===== config.mk =====
export PLATFORM = sky130hd
export DESIGN_NAME = dmaac_channel
export DESIGN_NICKNAME = d
export VERILOG_FILES = /design/src/logic/dmaac_pkg.sv /design/src/logic/dmaac_channel.sv
export VERILOG_INCLUDE_DIRS = /design/src /design/src/logic
export SDC_FILE = /design/constraint.sdc
export NUM_CORES = 1
export LEC_CHECK = 0
export BUFFER_PORTS_ARGS = -buffer_cell sky130_fd_sc_hd__buf_2
export CAP_MARGIN = 10
export CORE_MARGIN = 1.5
export CORE_UTILIZATION = 30
export CTS_CLUSTER_DIAMETER = 80
export CTS_CLUSTER_SIZE = 40
export DETAILED_ROUTE_END_ITERATION = 7
export PLACE_DENSITY = 0.56
export SETUP_SLACK_MARGIN = 0.2
export SKIP_CTS_REPAIR_TIMING = 1
export SLEW_MARGIN = 10
export SYNTH_ARGS = -nofsm -noshare
export SYNTH_HDL_FRONTEND = slang
export SYNTH_SLANG_ARGS = --single-unit

===== constraint.sdc =====
create_clock -name sys_clk -period 9.6 [get_ports sys_clk]
set_clock_uncertainty 0.2 [all_clocks]
set_input_delay 0 -clock sys_clk [delete_from_list [all_inputs] [get_ports sys_clk]]
set_output_delay 0 -clock sys_clk [all_outputs]
set_load 0.03 [all_outputs]

===== src/logic/dmaac_cfg.svh =====
`ifndef DMAAC_CFG_SVH
`define DMAAC_CFG_SVH
`define DMAAC_OFF_SRC      8'h00
`define DMAAC_OFF_DST      8'h04
`define DMAAC_OFF_CNT_A    8'h08
`define DMAAC_OFF_CNT_B    8'h0c
`define DMAAC_OFF_CTRL_A   8'h10
`define DMAAC_OFF_CTRL_B   8'h14
`define DMAAC_OFF_STATUS   8'h18
`define DMAAC_CTRL_RESET   8'h00
`define DMAAC_TOP_BYTE     8'hff
`define DMAAC_BIT_ENABLE   7
`define DMAAC_BIT_SIZE     6
`define DMAAC_BIT_DIR      5
`define DMAAC_BIT_STEP     4
`define DMAAC_BIT_IE       3
`define DMAAC_SEL_AUTO_B   3'h0
`define DMAAC_SEL_AUTO_C   3'h2
`define DMAAC_SEL_FALL     3'h6
`define DMAAC_SEL_LOW      3'h7
`endif


===== src/logic/dmaac_pkg.sv =====
package dmaac_pkg;
    typedef enum logic [1:0] {
        DMAAC_SHORT  = 2'b00,
        DMAAC_NORMAL = 2'b01,
        DMAAC_BLOCK  = 2'b10
    } dmaac_mode_t;
endpackage : dmaac_pkg


===== src/logic/dmaac_channel.sv =====
// What this block does
// Select bits 0xx pick timer event 0..3.
// Select 100 transmit-empty, 101 receive-full event.
// First select bits 2:1 both one: full mode.
// Serial 0 feeds channels 0-1, serial 1 feeds 2-3.
// Second half 110 pin falling, 111 pin low.
// Shared event activates every channel; priority arbiter serves.
// Enabled channel blocks its source's CPU interrupt.
// Full mode: first address source, second destination.
// Address top byte reads ones, ignores writes.
// Addresses and counts untouched by reset, standby.
// Fixed peripheral address unused in full mode.
// Normal: 16-bit count decrements, ends at zero.
// Block: upper byte counts units, reloads from lower.
// Block: block count decrements per block, ends.
// Software loads equal upper and lower size bytes.
// First control register resets to zero.
// Run needs master and transfer enable; auto starts.
// Completion clears transfer enable; disabled ignores requests.
// Enable bits set only after read seeing zero.
// Completion with interrupt enabled raises end irq; a software clear of the enable does not.
// Control bit 6: byte or word unit.
// Bit 4 steps source, bit 5 direction, 1/2.
// First select bit 0: normal or block mode.
// Non-maskable interrupt clears master enable, suspending.
// Control bit 3 enables end interrupt.
// Each event occurrence is one request; the code keeps one pending flag, so repeats before block end merge.
//
// Added by the designer: the address map and the APB interface to the registers.
`timescale 1ns/10ps
`include "dmaac_cfg.svh"
module dmaac_channel
    import dmaac_pkg::*;
#(
    parameter int CHANNEL = 0
) (
    // Clock and reset.
    input  wire logic        sys_clk,
    input  wire logic        sys_rst,
    input  wire logic        standby,
    input  wire logic        nmi,
    // APB slave.
    input  wire logic        psel,
    input  wire logic        penable,
    input  wire logic        pwrite,
    input  wire logic [7:0]  paddr,
    input  wire logic [31:0] pwdata,
    output logic      [31:0] prdata,
    output logic             pready,
    output logic             pslverr,
    // Activation events.
    input  wire logic [3:0]  timer_unit_event,
    input  wire logic [1:0]  serial_port_tx_empty,
    input  wire logic [1:0]  serial_port_rx_full,
    input  wire logic        external_request_pin_n,
    // Short mode activations and interrupt blocking.
    output logic             act_first,
    output logic             act_second,
    output logic      [7:0]  event_irq_block,
    // Full mode bus requests.
    output logic             dma_req,
    input  wire logic        bus_grant,
    output logic             xfer_strobe,
    output logic      [31:0] xfer_src,
    output logic      [31:0] xfer_dst,
    output logic             xfer_word,
    output logic             transfer_end_irq
);
    logic [23:0]  source_address;
    logic [23:0]  destination_address;
    logic [15:0]  transfer_or_block_size_count;
    logic [15:0]  block_count;
    logic [7:0]   channel_control_first;
    logic [7:0]   channel_control_second;
    logic         enable_armed;
    logic         master_armed;
    logic         end_flag;
    logic         pending;
    logic         pin_s1;
    logic         pin_s2;
    logic         pin_s3;
    dmaac_mode_t  mode;
    logic         access;
    logic         wr;
    logic         rd;
    logic         enabled;
    logic         want;
    logic         unit_go;
    logic         block_end;
    logic         last_unit;
    logic         full_event;
    logic         auto_req;
    logic         pin_fall;
    logic         pin_low;
    logic [23:0]  step;

    localparam logic SERIAL_IDX = (CHANNEL >= 2);

    // Claims at most one source bit (none for 11x): timers 0..3, transmit 4..5, receive 6..7.
    function automatic logic [7:0] claim(input logic [2:0] sel,
                                         input logic       second);
        logic [7:0] c;
        c = 8'h00;
        if (!sel[2]) begin
            c[sel[1:0]] = 1'b1;
        end else if (!sel[1]) begin
            if (!sel[0]) begin
                c[4 + SERIAL_IDX] = 1'b1;  // see
            end else begin
                c[6 + SERIAL_IDX] = 1'b1;  // see
            end
        end
        return c;
    endfunction : claim

    function automatic logic half_event(input logic [2:0] sel,
                                        input logic       second,
                                        input logic [7:0] ev,
                                        input logic       fall,
                                        input logic       low);
        logic e;
        e = |(claim(sel, second) & ev);
        if (second && sel[2:1] == 2'b11) begin
            e = sel[0] ? low : fall;
        end
        return e;
    endfunction : half_event

    assign access  = psel && penable && pready;
    assign wr      = access && pwrite;
    assign rd      = access && !pwrite;
    assign pin_fall = pin_s3 && !pin_s2;
    assign pin_low  = !pin_s2;

    always_comb begin
        if (channel_control_first[2:1] != 2'b11) begin
            mode = DMAAC_SHORT;
        end else if (channel_control_first[0]) begin
            mode = DMAAC_BLOCK;
        end else begin
            mode = DMAAC_NORMAL;
        end
    end

    // Both enable bits are needed; either one alone holds the channel.
    assign enabled = (mode != DMAAC_SHORT)
                     && channel_control_first[`DMAAC_BIT_ENABLE]
                     && channel_control_second[`DMAAC_BIT_ENABLE];

    always_comb begin
        full_event = 1'b0;
        auto_req   = 1'b0;
        case (mode)
            DMAAC_NORMAL: begin
                auto_req = channel_control_second[2:0] == `DMAAC_SEL_AUTO_B
                        || channel_control_second[2:0] == `DMAAC_SEL_AUTO_C
                        || (channel_control_second[2:0] == `DMAAC_SEL_LOW
                            && pin_low);
                full_event = channel_control_second[2:0] == `DMAAC_SEL_FALL
                             && pin_fall;
            end
            DMAAC_BLOCK: begin
                full_event = !channel_control_second[2]
                    && timer_unit_event[channel_control_second[1:0]];
            end
            default: begin
                full_event = 1'b0;
                auto_req   = 1'b0;
            end
        endcase
    end

    assign want      = enabled && (auto_req || pending);
    assign unit_go   = dma_req && bus_grant && enabled;
    assign block_end = (mode == DMAAC_NORMAL)
                       || transfer_or_block_size_count[15:8] == 8'h01;
    assign last_unit = (mode == DMAAC_NORMAL)
                     ? transfer_or_block_size_count == 16'h0001
                     : block_end && block_count == 16'h0001;
    assign step = channel_control_first[`DMAAC_BIT_SIZE] ? 24'h000002
                                                         : 24'h000001;

    // The second and third flops feed the edge detector.
    always_ff @(posedge sys_clk or posedge sys_rst) begin
        if (sys_rst) begin
            pin_s1 <= 1'b1;
            pin_s2 <= 1'b1;
            pin_s3 <= 1'b1;
        end else begin
            pin_s1 <= external_request_pin_n;
            pin_s2 <= pin_s1;
            pin_s3 <= pin_s2;
        end
    end

    // No reset here on purpose: software must load these before use.
    always_ff @(posedge sys_clk) begin
        if (wr && paddr == `DMAAC_OFF_SRC) begin
            source_address <= pwdata[23:0];
        end else if (unit_go && channel_control_first[`DMAAC_BIT_STEP]) begin
            if (channel_control_first[`DMAAC_BIT_DIR]) begin
                source_address <= source_address - step;
            end else begin
                source_address <= source_address + step;
            end
        end
        if (wr && paddr == `DMAAC_OFF_DST) begin
            destination_address <= pwdata[23:0];
        end
        if (wr && paddr == `DMAAC_OFF_CNT_A) begin
            transfer_or_block_size_count <= pwdata[15:0];
        end else if (unit_go && mode == DMAAC_NORMAL) begin
            transfer_or_block_size_count <=
                transfer_or_block_size_count - 16'h0001;
        end else if (unit_go && block_end) begin
            transfer_or_block_size_count[15:8] <=
                transfer_or_block_size_count[7:0];
        end else if (unit_go) begin
            transfer_or_block_size_count[15:8] <=
                transfer_or_block_size_count[15:8] - 8'h01;
        end
        if (wr && paddr == `DMAAC_OFF_CNT_B) begin
            block_count <= pwdata[15:0];
        end else if (unit_go && mode == DMAAC_BLOCK && block_end) begin
            block_count <= block_count - 16'h0001;
        end
    end

    always_ff @(posedge sys_clk or posedge sys_rst) begin
        if (sys_rst) begin
            channel_control_first <= `DMAAC_CTRL_RESET;
            enable_armed          <= 1'b0;
        end else if (standby) begin
            channel_control_first <= `DMAAC_CTRL_RESET;
            enable_armed          <= 1'b0;
        end else begin
            if (rd && paddr == `DMAAC_OFF_CTRL_A
                && !channel_control_first[`DMAAC_BIT_ENABLE]) begin
                enable_armed <= 1'b1;
            end else if (wr && paddr == `DMAAC_OFF_CTRL_A) begin
                enable_armed <= 1'b0;
            end
            if (wr && paddr == `DMAAC_OFF_CTRL_A) begin
                channel_control_first[6:0] <= pwdata[6:0];
                if (!pwdata[7]) begin
                    channel_control_first[7] <= 1'b0;
                end else if (enable_armed) begin
                    channel_control_first[7] <= 1'b1;
                end
            end else if (unit_go && last_unit) begin
                channel_control_first[7] <= 1'b0;
            end
        end
    end

    always_ff @(posedge sys_clk or posedge sys_rst) begin
        if (sys_rst) begin
            channel_control_second <= `DMAAC_CTRL_RESET;
            master_armed           <= 1'b0;
        end else if (standby) begin
            channel_control_second <= `DMAAC_CTRL_RESET;
            master_armed           <= 1'b0;
        end else begin
            if (rd && paddr == `DMAAC_OFF_CTRL_B
                && !channel_control_second[`DMAAC_BIT_ENABLE]) begin
                master_armed <= 1'b1;
            end else if (wr && paddr == `DMAAC_OFF_CTRL_B) begin
                master_armed <= 1'b0;
            end
            if (wr && paddr == `DMAAC_OFF_CTRL_B) begin
                channel_control_second[6:0] <= pwdata[6:0];
            end
            if (nmi) begin
                channel_control_second[7] <= 1'b0;
            end else if (wr && paddr == `DMAAC_OFF_CTRL_B) begin
                if (!pwdata[7]) begin
                    channel_control_second[7] <= 1'b0;
                end else if (master_armed) begin
                    channel_control_second[7] <= 1'b1;
                end
            end
        end
    end

    // A new occurrence beats the block-end clear in the same cycle; one that arrives while pending is already set merges with it.
    always_ff @(posedge sys_clk or posedge sys_rst) begin
        if (sys_rst) begin
            pending <= 1'b0;
        end else if (standby || !channel_control_first[`DMAAC_BIT_ENABLE]) begin
            pending <= 1'b0;
        end else if (full_event) begin
            pending <= 1'b1;  // see
        end else if (unit_go && block_end) begin
            pending <= 1'b0;
        end
    end

    always_ff @(posedge sys_clk or posedge sys_rst) begin
        if (sys_rst) begin
            end_flag         <= 1'b0;
            transfer_end_irq <= 1'b0;
        end else begin
            if (unit_go && last_unit) begin
                end_flag <= 1'b1;
            end else if (channel_control_first[`DMAAC_BIT_ENABLE] || standby) begin
                end_flag <= 1'b0;
            end
            transfer_end_irq <= end_flag
                && channel_control_first[`DMAAC_BIT_IE];
        end
    end

    // The fixed peripheral address never enters full mode moves.
    always_ff @(posedge sys_clk or posedge sys_rst) begin
        if (sys_rst) begin
            dma_req     <= 1'b0;
            xfer_strobe <= 1'b0;
            xfer_src    <= 32'h00000000;
            xfer_dst    <= 32'h00000000;
            xfer_word   <= 1'b0;
        end else begin
            dma_req     <= want && !unit_go && !nmi;
            xfer_strobe <= unit_go;
            if (unit_go) begin
                xfer_src  <= {`DMAAC_TOP_BYTE, source_address};
                xfer_dst  <= {`DMAAC_TOP_BYTE, destination_address};
                xfer_word <= channel_control_first[`DMAAC_BIT_SIZE];
            end
        end
    end

    always_ff @(posedge sys_clk or posedge sys_rst) begin
        if (sys_rst) begin
            act_first       <= 1'b0;
            act_second      <= 1'b0;
            event_irq_block <= 8'h00;
        end else begin
            act_first  <= mode == DMAAC_SHORT
                && channel_control_first[`DMAAC_BIT_ENABLE]
                && half_event(channel_control_first[2:0], 1'b0,
                   {serial_port_rx_full, serial_port_tx_empty,
                    timer_unit_event}, pin_fall, pin_low);
            act_second <= mode == DMAAC_SHORT
                && channel_control_second[`DMAAC_BIT_ENABLE]
                && half_event(channel_control_second[2:0], 1'b1,
                   {serial_port_rx_full, serial_port_tx_empty,
                    timer_unit_event}, pin_fall, pin_low);
            event_irq_block <=
                ((mode == DMAAC_SHORT
                  && channel_control_first[`DMAAC_BIT_ENABLE])
                 ? claim(channel_control_first[2:0], 1'b0) : 8'h00)
              | ((mode == DMAAC_SHORT
                  && channel_control_second[`DMAAC_BIT_ENABLE])
                 ? claim(channel_control_second[2:0], 1'b1) : 8'h00)
              | ((mode == DMAAC_BLOCK
                  && channel_control_first[`DMAAC_BIT_ENABLE])
                 ? claim(channel_control_second[2:0], 1'b1) : 8'h00);
        end
    end

    always_ff @(posedge sys_clk or posedge sys_rst) begin
        if (sys_rst) begin
            pready  <= 1'b0;
            pslverr <= 1'b0;
            prdata  <= 32'h00000000;
        end else begin
            pready  <= psel && !penable;
            pslverr <= psel && !penable && paddr > `DMAAC_OFF_STATUS;
            if (psel && !penable && !pwrite) begin
                case (paddr)
                    `DMAAC_OFF_SRC:    prdata <= {`DMAAC_TOP_BYTE,
                                                  source_address};
                    `DMAAC_OFF_DST:    prdata <= {`DMAAC_TOP_BYTE,
                                                  destination_address};
                    `DMAAC_OFF_CNT_A:  prdata <= {16'h0000,
                                            transfer_or_block_size_count};
                    `DMAAC_OFF_CNT_B:  prdata <= {16'h0000, block_count};
                    `DMAAC_OFF_CTRL_A: prdata <= {24'h000000,
                                                  channel_control_first};
                    `DMAAC_OFF_CTRL_B: prdata <= {24'h000000,
                                                  channel_control_second};
                    `DMAAC_OFF_STATUS: prdata <= {28'h0000000, end_flag,
                                                  pending, enabled, dma_req};
                    default:           prdata <= 32'h00000000;
                endcase
            end
        end
    end
endmodule : dmaac_channel


==> flow_metrics.env, run 1 <==
export IMPL_fin_crit_ps=4380
export IMPL_cpPeakStageDelay_ps=870
export IMPL_worstSetupPathType="in -> reg"
export IMPL_ys_flop_type="dfrtp_1"
export IMPL_start_util_pct=30.6
export IMPL_final_nets=1309
export IMPL_setup_slack_ps=5220
export IMPL_synth_edf_count=80
export IMPL_grt_pass1_vias=8055
export IMPL_final_area_sq_um=12300
export IMPL_dr_pass1_iters=6
export IMPL_topRoutingLayerUsed="met5"
export IMPL_rsz0062_at_grt="false"
export IMPL_crit_family="simple AND/OR/NAND/NOR gates"
export IMPL_worst_setup_path_start_kind="input port"
export IMPL_grt_pass1_wl_um=48100
export IMPL_finalHoldViolCount=0
export IMPL_m1WireLength_um=14200
export IMPL_clkLatencyLatePin_ps=440
export IMPL_ant_nets=0
export IMPL_slew_violations=0
export IMPL_gp_congestion=0.892
export IMPL_clk_pin_slew_worst_paths_ps=80
export IMPL_arrival_ps=4240
export IMPL_dieWidth_um=188
export IMPL_pin_count=169
export IMPL_layout_commonest_cell="nand2_1"
export IMPL_seq_area_frac_synth_pct=50.5
export IMPL_setup_viol=0
export IMPL_placed_cell_area_sq_um=11300
export IMPL_totalWireLength_um=31800
export IMPL_worst_ep_required_time_ps=9460
export IMPL_grt_overflow=0
export IMPL_synth_seq_cells=191
export IMPL_power_mw=1.61
export IMPL_crit_top_cell="dlygate4sd3_1"
export IMPL_slowest_stage="and2_1"
export IMPL_core_area_sq_um=33600
export IMPL_antenna_cells=0
export IMPL_clk_path_buf_depth=2
export IMPL_die_y_um=188
export IMPL_utilization_pct=36.6
export IMPL_cap_violations=0
export IMPL_worstMarginPinSlew_ps=1120
export IMPL_viasPerCell=5.13
export IMPL_dr_wl_met3_um=2150
export IMPL_syn2layout_area_growth_pct=19.8
export IMPL_max_freq_mhz=228
export IMPL_end_kind="register"
export IMPL_mostFrequentLayoutCells="nand2_1, buf_2, dfrtp_1"
export IMPL_synth_avg_cell_area_sq_um=9.60
export IMPL_drc=0
export IMPL_irDropWorstVdd_uv=94.8
export IMPL_hold_path_class="in -> reg"
export IMPL_track_usage_pct=17.7
export IMPL_core_rowCount=67
export IMPL_syn_area_sq_um=10300
export IMPL_worstPathMaxFanout=33
export IMPL_cts_root_buffer="clkbuf_16"
export IMPL_outcome="finished, final reports clean"
export IMPL_setup_tns_ps=0
export IMPL_path_buf_inv=3
export IMPL_portBuffers=156
export IMPL_drive_above_1_share_pct=18.0
export IMPL_wl_met2_um=15000
export IMPL_hpwl_um=22800
export IMPL_path_cells="dlygate4sd3_1, buf_2, nor3_1, dlygate4sd3_1, nor3b_2, and3_1, and2_1, nand2b_1"
export IMPL_cts_buffers=17
export IMPL_postSynth_asyncResetShare_pct=58.1
export IMPL_dieArea_sq_um=35400
export IMPL_slew_headroom_pct=24.8
export IMPL_cellLeakagePower_nw=5.51
export IMPL_htree_levels=4
export IMPL_antenna_found_initial=1
export IMPL_cts_sinks=191
export IMPL_yosysWarnings=0
export IMPL_yosysUniqueCellTypes=76
export IMPL_synthCells=1070
export IMPL_timing_final_crit_share_pct=45.6
export IMPL_wl_per_cell_um=18.9
export IMPL_cts_tree="built"
export IMPL_drt_iter0_drc=734
export IMPL_pre_cts_ws_ps=5520
export IMPL_num_vias=8631
export IMPL_grt_max_degree=63
export IMPL_p_per_area_nw_per_um2=131
## layout make-up
| cell class | instances | area [sq um] |
|---|---|---|
| clock buffer | 19 | 443 |
| clock inverter | 13 | 125 |
| timing repair buffer | 211 | 1310 |
| fill | 3445 | 21300 |
| tap | 448 | 561 |
| multi-input combinational | 780 | 4590 |
| inverter | 21 | 81.3 |
| sequential | 191 | 5180 |
## report_power, final
part           switching [mW]  internal, mW  leakage, nW  total [mW]
Combinational          0.0426        0.0258         2.92      0.0684
Sequential           0.000725         0.848         2.31       0.849
Clock                   0.346         0.350        0.276       0.696
## worst paths after layout
kind | start | end | slack, ps | cells after the start
worst max register to register | channel_control_first[5] | source_address[23] | 5870 | 9
worst min register to register | pin_s1 | pin_s2 | 160 | 0
worst max-delay path | paddr[7] | block_count[0] | 5220 | 8
max in group asynchronous | sys_rst | xfer_dst[1] | 7910 | 4
worst min-delay path | pwrite | prdata[6] | 20 | 6
min in group asynchronous | sys_rst | xfer_dst[11] | 30 | 3
## stage by stage
| step | hold slack [ps] | std cells |
|---|---|---|
| floorplan | -196 | 1071 |
| global placement | -84.8 | 1603 |
| detailed placement | -82.8 | 1603 |
| CTS | -552 | 1635 |
| global route | 45.1 | 1683 |
| finish | 23.2 | 1683 |
## per-layer routing
layer | vias to the layer above | track usage [%]
met5 | - | 0
met3 | 33 | 3.13
met1 | 4212 | 24.7
li1 | 4075 | -
met4 | 2 | 4.40
met2 | 309 | 28.5
## synth_stat cells (all sizes together), types with 3 or more instances
cell type	count	area, sq um
nand2	270	1020
dfrtp	108	2700
o21ai	94	470
edfxtp	80	2400
a21oi	54	270
nor2	54	205
clkbuf	41	155
buf	37	259
ha	29	363
mux2i	26	260
xnor2	23	201
inv	21	78.8
nor3	18	100
xor2	17	149
nand3	16	80.1
a21o	13	98.9
and3	9	61.3
nor3b	9	77.6
nor4	9	62.6
a211oi	8	65.1
a221oi	8	70.1
and2	7	43.8
nand2b	7	43.8
nand4	7	43.8
nor2b	7	43.8
a222oi	6	60.1
a31oi	6	37.5
o21a	6	45.0
o31ai	6	50.1
a21boi	5	37.5
mux4	5	113
a22o	4	35.0
o211ai	4	30.0
o32ai	4	35.0
a2111oi	3	26.3
a221o	3	30.0
a32o	3	30.0
and4	3	28.8
dfstp	3	78.8
nand3b	3	22.5
nor4b	3	26.3
o221ai	3	26.3
o22ai	3	18.8
or2	3	18.8
## registers in the layout, indices dropped and copies added, names as in the netlist, 6 cells and up
| register | flops |
|---|---|
| prdata | 25 |
| xfer_src | 25 |
| destination_address | 24 |
| source_address | 24 |
| xfer_dst | 24 |
| block_count | 16 |
| transfer_or_block_size_count | 16 |
| channel_control_first | 8 |
| channel_control_second | 8 |
| event_irq_block | 6 |
## worst min-delay path: cells and delay by family
kind            cells  cell delay (ps)
simple gates        2              150
compound gates      1               60
buf+inv             3              390
## logic make-up (layout without fill, tap and decap cells)
| logic type | after synthesis | in the layout | share of synthesized area, % |
|---|---|---|---|
| flip-flops | 191 | 191 | 50.5 |
| adder cells (fa/ha/maj) | 30 | 30 | 3.73 |
| AND/OR/NAND/NOR | 431 | 431 | 18.7 |
| multiplexers | 33 | 33 | 3.85 |
| XOR/XNOR | 40 | 40 | 3.41 |
| AO/OA/AOI/OAI | 244 | 244 | 14.9 |
| buffers and inverters | 100 | 264 | 4.91 |
| other | 1 | 2 | 0.0365 |
Power figures use the tool's default switching activity.
==> inputs of run 2 (changes only) <==
--- a/config.mk
+++ b/config.mk
@@ -13,7 +13,7 @@
 export CTS_CLUSTER_DIAMETER = 80
 export CTS_CLUSTER_SIZE = 40
 export DETAILED_ROUTE_END_ITERATION = 7
-export PLACE_DENSITY = 0.56
+export PLACE_DENSITY = 0.58
 export SETUP_SLACK_MARGIN = 0.2
 export SKIP_CTS_REPAIR_TIMING = 1
 export SLEW_MARGIN = 10
==> constraint.sdc (replaced) <==
create_clock -name sys_clk -period 3.5 [get_ports sys_clk]
set_clock_uncertainty 0.2 [all_clocks]
set_input_delay 0 -clock sys_clk [delete_from_list [all_inputs] [get_ports sys_clk]]
set_output_delay 0 -clock sys_clk [all_outputs]
set_load 0.03 [all_outputs]
==> run 2 against run 1 <==
  * The flow now finishes with violations (negative hold slack)
  * Setup slack got worse by 4900 ps
  * Critical path depth increased by 1
  * First-iteration DRC count increased by 10%
  * Sequential share of layout area decreased by 0.47 points
  * Non-clock buffer count increased by 17
  * Cell count increased by 1.0%
  * Largest cell class unchanged
  * Design area increased by 1.1%
  * Critical endpoint is now source_address[23]
  * Via count about the same
  * Clock-buffer cell count unchanged
  * Routed wire length about the same
  * Core utilization increased by 0.42 points
  * Combinational power increased to 2.7 times the previous value
==> flow_metrics.env, run 2 (synthesized netlist as in run 1, its figures left out) <==
export IMPL_outcome="finished with violations"
export IMPL_violations="negative hold slack"
export IMPL_portBuffers=156
export IMPL_clk_path_buf_depth=2
export IMPL_cts_buffers=17
export IMPL_pin_count=169
export IMPL_setup_tns_ps=0
export IMPL_cts_tree="built"
export IMPL_grt_pass1_wl_um=48500
export IMPL_whs_ps=-2.77
export IMPL_cts_sinks=191
export IMPL_num_vias=8636
export IMPL_hpwl_um=23300
export IMPL_ant_nets=0
export IMPL_wl_per_cell_um=18.7
export IMPL_core_area_sq_um=33600
export IMPL_power_mw=4.51
export IMPL_cts_root_buffer="clkbuf_16"
export IMPL_rsz0062_at_grt="false"
export IMPL_slew_headroom_pct=47.5
export IMPL_utilization_pct=37.0
export IMPL_grt_max_degree=57
export IMPL_finalHoldViolCount=1
export IMPL_viasPerCell=5.08
export IMPL_slowest_stage="a2111oi_0"
export IMPL_antenna_cells=0
export IMPL_r2r_start="channel_control_first[5]"
export IMPL_irDropWorstVdd_uv=320
export IMPL_fin_crit_ps=3170
export IMPL_clkLatencyLatePin_ps=450
export IMPL_hold_path_class="in -> reg"
export IMPL_dieArea_sq_um=35400
export IMPL_final_area_sq_um=12400
export IMPL_final_nets=1326
export IMPL_track_usage_pct=17.9
export IMPL_dr_pass1_iters=6
export IMPL_mostFrequentLayoutCells="nand2_1, buf_2, dfrtp_1"
export IMPL_crit_start="channel_control_first[5]"
export IMPL_path_cells="buf_4, ha_1, a2111oi_0, o21a_1, nor4_2, nor3b_2, a311o_1, and3_4, o31ai_2"
export IMPL_totalWireLength_um=31800
export IMPL_drc=0
export IMPL_worstMarginPinSlew_ps=787
export IMPL_setup_viol=0
export IMPL_grt_pass1_vias=8081
export IMPL_arrival_ps=3170
export IMPL_cap_violations=0
export IMPL_antenna_found_initial=0
export IMPL_dieWidth_um=188
export IMPL_drive_above_1_share_pct=19.2
export IMPL_gp_congestion=0.913
export IMPL_syn2layout_area_growth_pct=21.1
export IMPL_p_per_area_nw_per_um2=363
export IMPL_grt_overflow=0
export IMPL_placed_cell_area_sq_um=11400
export IMPL_end_kind="register"
export IMPL_path_buf_inv=1
export IMPL_cpPeakStageDelay_ps=570
export IMPL_worstSetupPathType="reg -> reg"
export IMPL_timing_final_crit_share_pct=90.6
export IMPL_crit_family="compound AO/OA/AOI/OAI gates"
export IMPL_drt_iter0_drc=809
export IMPL_min_from="external_request_pin_n"
export IMPL_layout_commonest_cell="nand2_1"
export IMPL_core_rowCount=67
export IMPL_worst_setup_path_start_kind="register"
export IMPL_die_y_um=188
export IMPL_clk_pin_slew_worst_paths_ps=80
export IMPL_max_freq_mhz=315
export IMPL_top_regs="prdata x25, xfer_src x25"
export IMPL_slew_violations=0
export IMPL_start_util_pct=30.6
export IMPL_worstPathMaxFanout=24
export IMPL_cellLeakagePower_nw=5.62
export IMPL_htree_levels=4
export IMPL_worst_ep_required_time_ps=3500
## run 2: stage by stage
step	hold slack, ps	std cells	worst slack [ps]
CTS	-560	1653	315
floorplan	-196	1071	374
global route	2.50	1700	207
detailed placement	-86.5	1621	345
finish	-2.77	1700	328
global placement	-91.5	1621	340
## run 2: path summary, 6_finish.rpt
kind,to,slack (ps),cells after the start
setup reg to reg,source_address[23],330,9
min in group asynchronous,xfer_src[24],10,3
hold / removal,pin_s1,-3,2
hold reg to reg,pin_s2,160,0
max in group asynchronous,xfer_dst[21],2200,4
setup / recovery,source_address[23],330,9
## run 2: layout make-up
cell class                 count  area (sq um)
clock buffer                  19           443
clock inverter                13           140
fill                        3405         21200
inverter                      21          81.3
multi-input combinational    780          4590
sequential                   191          5180
tap                          448           561
timing repair buffer         228          1440
## run 2: per-layer routing
| metal | track usage [%] | share of wire (%) |
|---|---|---|
| met1 | 24.3 | 45 |
| met2 | 28.5 | 47 |
| met3 | 3.67 | 6.0 |
| met4 | 5.85 | 2.1 |
| met5 | 0 | 0 |
## run 2: where the power goes
group          switching (mW)  internal [mW]
registers             0.00221           2.33
logic                   0.116         0.0709
clock network           0.963           1.03
## run 2: worst reg2reg max path: stages (launching register included)
cell       delay, ps
dfrtp_1          350
buf_4            300
ha_1             370
a2111oi_0        570
o21a_1           240
nor4_2            70
nor3b_2          300
a311o_1          270
and3_4           200
o31ai_2           60
==> inputs of run 3 (changes only) <==
--- a/config.mk
+++ b/config.mk
@@ -13,7 +13,8 @@
 export CTS_CLUSTER_DIAMETER = 80
 export CTS_CLUSTER_SIZE = 40
 export DETAILED_ROUTE_END_ITERATION = 7
-export PLACE_DENSITY = 0.58
+export PLACE_DENSITY = 0.56
+export RECOVER_POWER = 100
 export SETUP_SLACK_MARGIN = 0.2
 export SKIP_CTS_REPAIR_TIMING = 1
 export SLEW_MARGIN = 10
==> constraint.sdc (replaced) <==
create_clock -name sys_clk -period 3.1 [get_ports sys_clk]
set_clock_uncertainty 0.2 [all_clocks]
set_input_delay 0 -clock sys_clk [delete_from_list [all_inputs] [get_ports sys_clk]]
set_output_delay 0 -clock sys_clk [all_outputs]
set_load 0.03 [all_outputs]
==> run 3 against run 2 <==
  * The flow finishes with violations (negative hold slack, max-capacitance violations, max-slew violations)
  * Setup slack lost 100 ps
  * Core utilization rose by 0.38 points
  * Critical path depth shrank 1
  * Register-to-register slack lost 100 ps
  * Maximum frequency rose by 10%
  * Combinational power up 15%
  * Flip-flop and latch count did not move
  * Clock-buffer cell count shrank 2
  * Largest cell class unchanged
==> flow_metrics.env, run 3 (synthesized netlist as in run 1, its figures left out) <==
export IMPL_worstPathMaxFanout=7
export IMPL_cts_tree="built"
export IMPL_viasPerCell=5.14
export IMPL_wl_per_cell_um=19.2
export IMPL_cpPeakStageDelay_ps=470
export IMPL_irDropWorstVdd_uv=302
export IMPL_rsz0062_at_grt="true"
export IMPL_track_usage_pct=18.6
export IMPL_setup_tns_ps=0
export IMPL_core_rowCount=67
export IMPL_slew_headroom_pct=-6.33
export IMPL_die_y_um=188
export IMPL_finalHoldViolCount=2
export IMPL_clkLatencyLatePin_ps=450
export IMPL_dr_pass1_iters=5
export IMPL_core_area_sq_um=33600
export IMPL_htree_levels=4
export IMPL_worstSetupPathType="reg -> reg"
export IMPL_crit_family="simple AND/OR/NAND/NOR gates"
export IMPL_syn2layout_area_growth_pct=22.4
export IMPL_hold_depth=4
export IMPL_placed_cell_area_sq_um=11600
export IMPL_hpwl_um=24000
export IMPL_slew_violations=112
export IMPL_cts_sinks=191
export IMPL_clk_pin_slew_worst_paths_ps=80
export IMPL_drc=0
export IMPL_pin_count=169
export IMPL_num_vias=8877
export IMPL_cts_buffers=17
export IMPL_worst_path_stages=8
export IMPL_dieWidth_um=188
export IMPL_whs_ps=-25.9
export IMPL_stdcell_count=1727
export IMPL_cellLeakagePower_nw=5.11
export IMPL_top_regs="prdata x25, xfer_src x25"
export IMPL_start_util_pct=30.6
export IMPL_met2_usage_pct=29.9
export IMPL_top_usage_layer="met2"
export IMPL_totalWireLength_um=33100
export IMPL_fillerInstances=3441
export IMPL_place_inst=1643
export IMPL_hold_path_class="in -> reg"
export IMPL_slowest_stage="dfrtp_1"
export IMPL_drt_iter0_drc=728
export IMPL_worstRegToRegCells=8
export IMPL_mostFrequentLayoutCells="nand2_1, clkbuf_1, dfrtp_1"
export IMPL_layout_commonest_cell="nand2_1"
export IMPL_outcome="finished with violations"
export IMPL_rrSetupSlack_ps=230
export IMPL_grt_overflow=0
export IMPL_worst_setup_path_start_kind="register"
export IMPL_antenna_cells=0
export IMPL_grt_max_degree=112
export IMPL_path_buf_inv=0
export IMPL_clk_path_buf_depth=2
export IMPL_gp_congestion=0.918
export IMPL_fin_crit_ps=2870
export IMPL_worstMarginPinSlew_ps=1600
export IMPL_drive_above_1_share_pct=10.4
export IMPL_cap_violations=1
export IMPL_ant_nets=0
export IMPL_grt_pass1_vias=8508
export IMPL_arrival_ps=2950
export IMPL_worst_ep_required_time_ps=3180
export IMPL_max_freq_mhz=348
export IMPL_met1_usage_pct=25.8
export IMPL_met3_usage_pct=2.62
export IMPL_p_per_area_nw_per_um2=401
export IMPL_path_cells="ha_1, nand2_2, or3_4, a211oi_4, nor3b_2, a311o_1, and3_4, o31ai_4"
export IMPL_cts_root_buffer="clkbuf_16"
export IMPL_timing_final_crit_share_pct=92.6
export IMPL_violations="negative hold slack, max-capacitance violations, max-slew violations"
export IMPL_final_nets=1353
export IMPL_final_area_sq_um=12600
export IMPL_grt_pass1_wl_um=50500
export IMPL_dieArea_sq_um=35400
export IMPL_power_mw=5.04
export IMPL_antenna_found_initial=0
export IMPL_setup_viol=0
export IMPL_end_kind="register"
export IMPL_utilization_pct=37.4
export IMPL_portBuffers=156
[run 3: layer usage]
metal / routed length, um / vias to the layer above
li1: - / 4161
met1: 14900 / 4364
met2: 15600 / 313
met3: 1950 / 39
met4: 688 / 0
met5: 0 / -
[run 3: path summary, 6_finish.rpt]
check / start / to
worst max-delay path: channel_control_first[5] / source_address[23]
worst min-delay path: paddr[2] / enable_armed
worst max register to register: channel_control_first[5] / source_address[23]
worst min register to register: pin_s1 / pin_s2
max in group asynchronous: sys_rst / xfer_dst[17]
min in group asynchronous: sys_rst / pslverr
[run 3: layout make-up]
cell class | instances | area [sq um] | area share (%)
clock inverters | 15 | 146 | 1.16
repair buffers | 255 | 1420 | 11.3
inverters | 21 | 82.6 | 0.657
clock buffers | 17 | 425 | 3.38
flip-flops and latches | 191 | 5180 | 41.2
multi-input cells | 780 | 4750 | 37.8
well taps | 448 | 561 | 4.46
[run 3: where the power goes]
part | leakage, nW | switching, mW | internal, mW | total [mW]
sequential | 2.31 | 0.00237 | 2.63 | 2.63
combinational | 2.52 | 0.137 | 0.0786 | 0.215
clock | 0.281 | 1.12 | 1.08 | 2.19
total | 5.11 | 1.26 | 3.78 | 5.04
[run 3: worst min-delay path, stage by stage]
cell	delay, ps
buf_2	180
nor2_1	130
a31oi_1	190
nor3_1	60
[run 3: per-stage QoR]
stage          hold slack (ps)  setup WS (ps)
3_5_place_dp             -85.6           83.1
5_1_grt                   6.13           70.9
3_3_place_gp             -87.0           99.6
2_1_floorplan             -196            243
4_1_cts                   -558           57.8
6_report                 -25.9            229
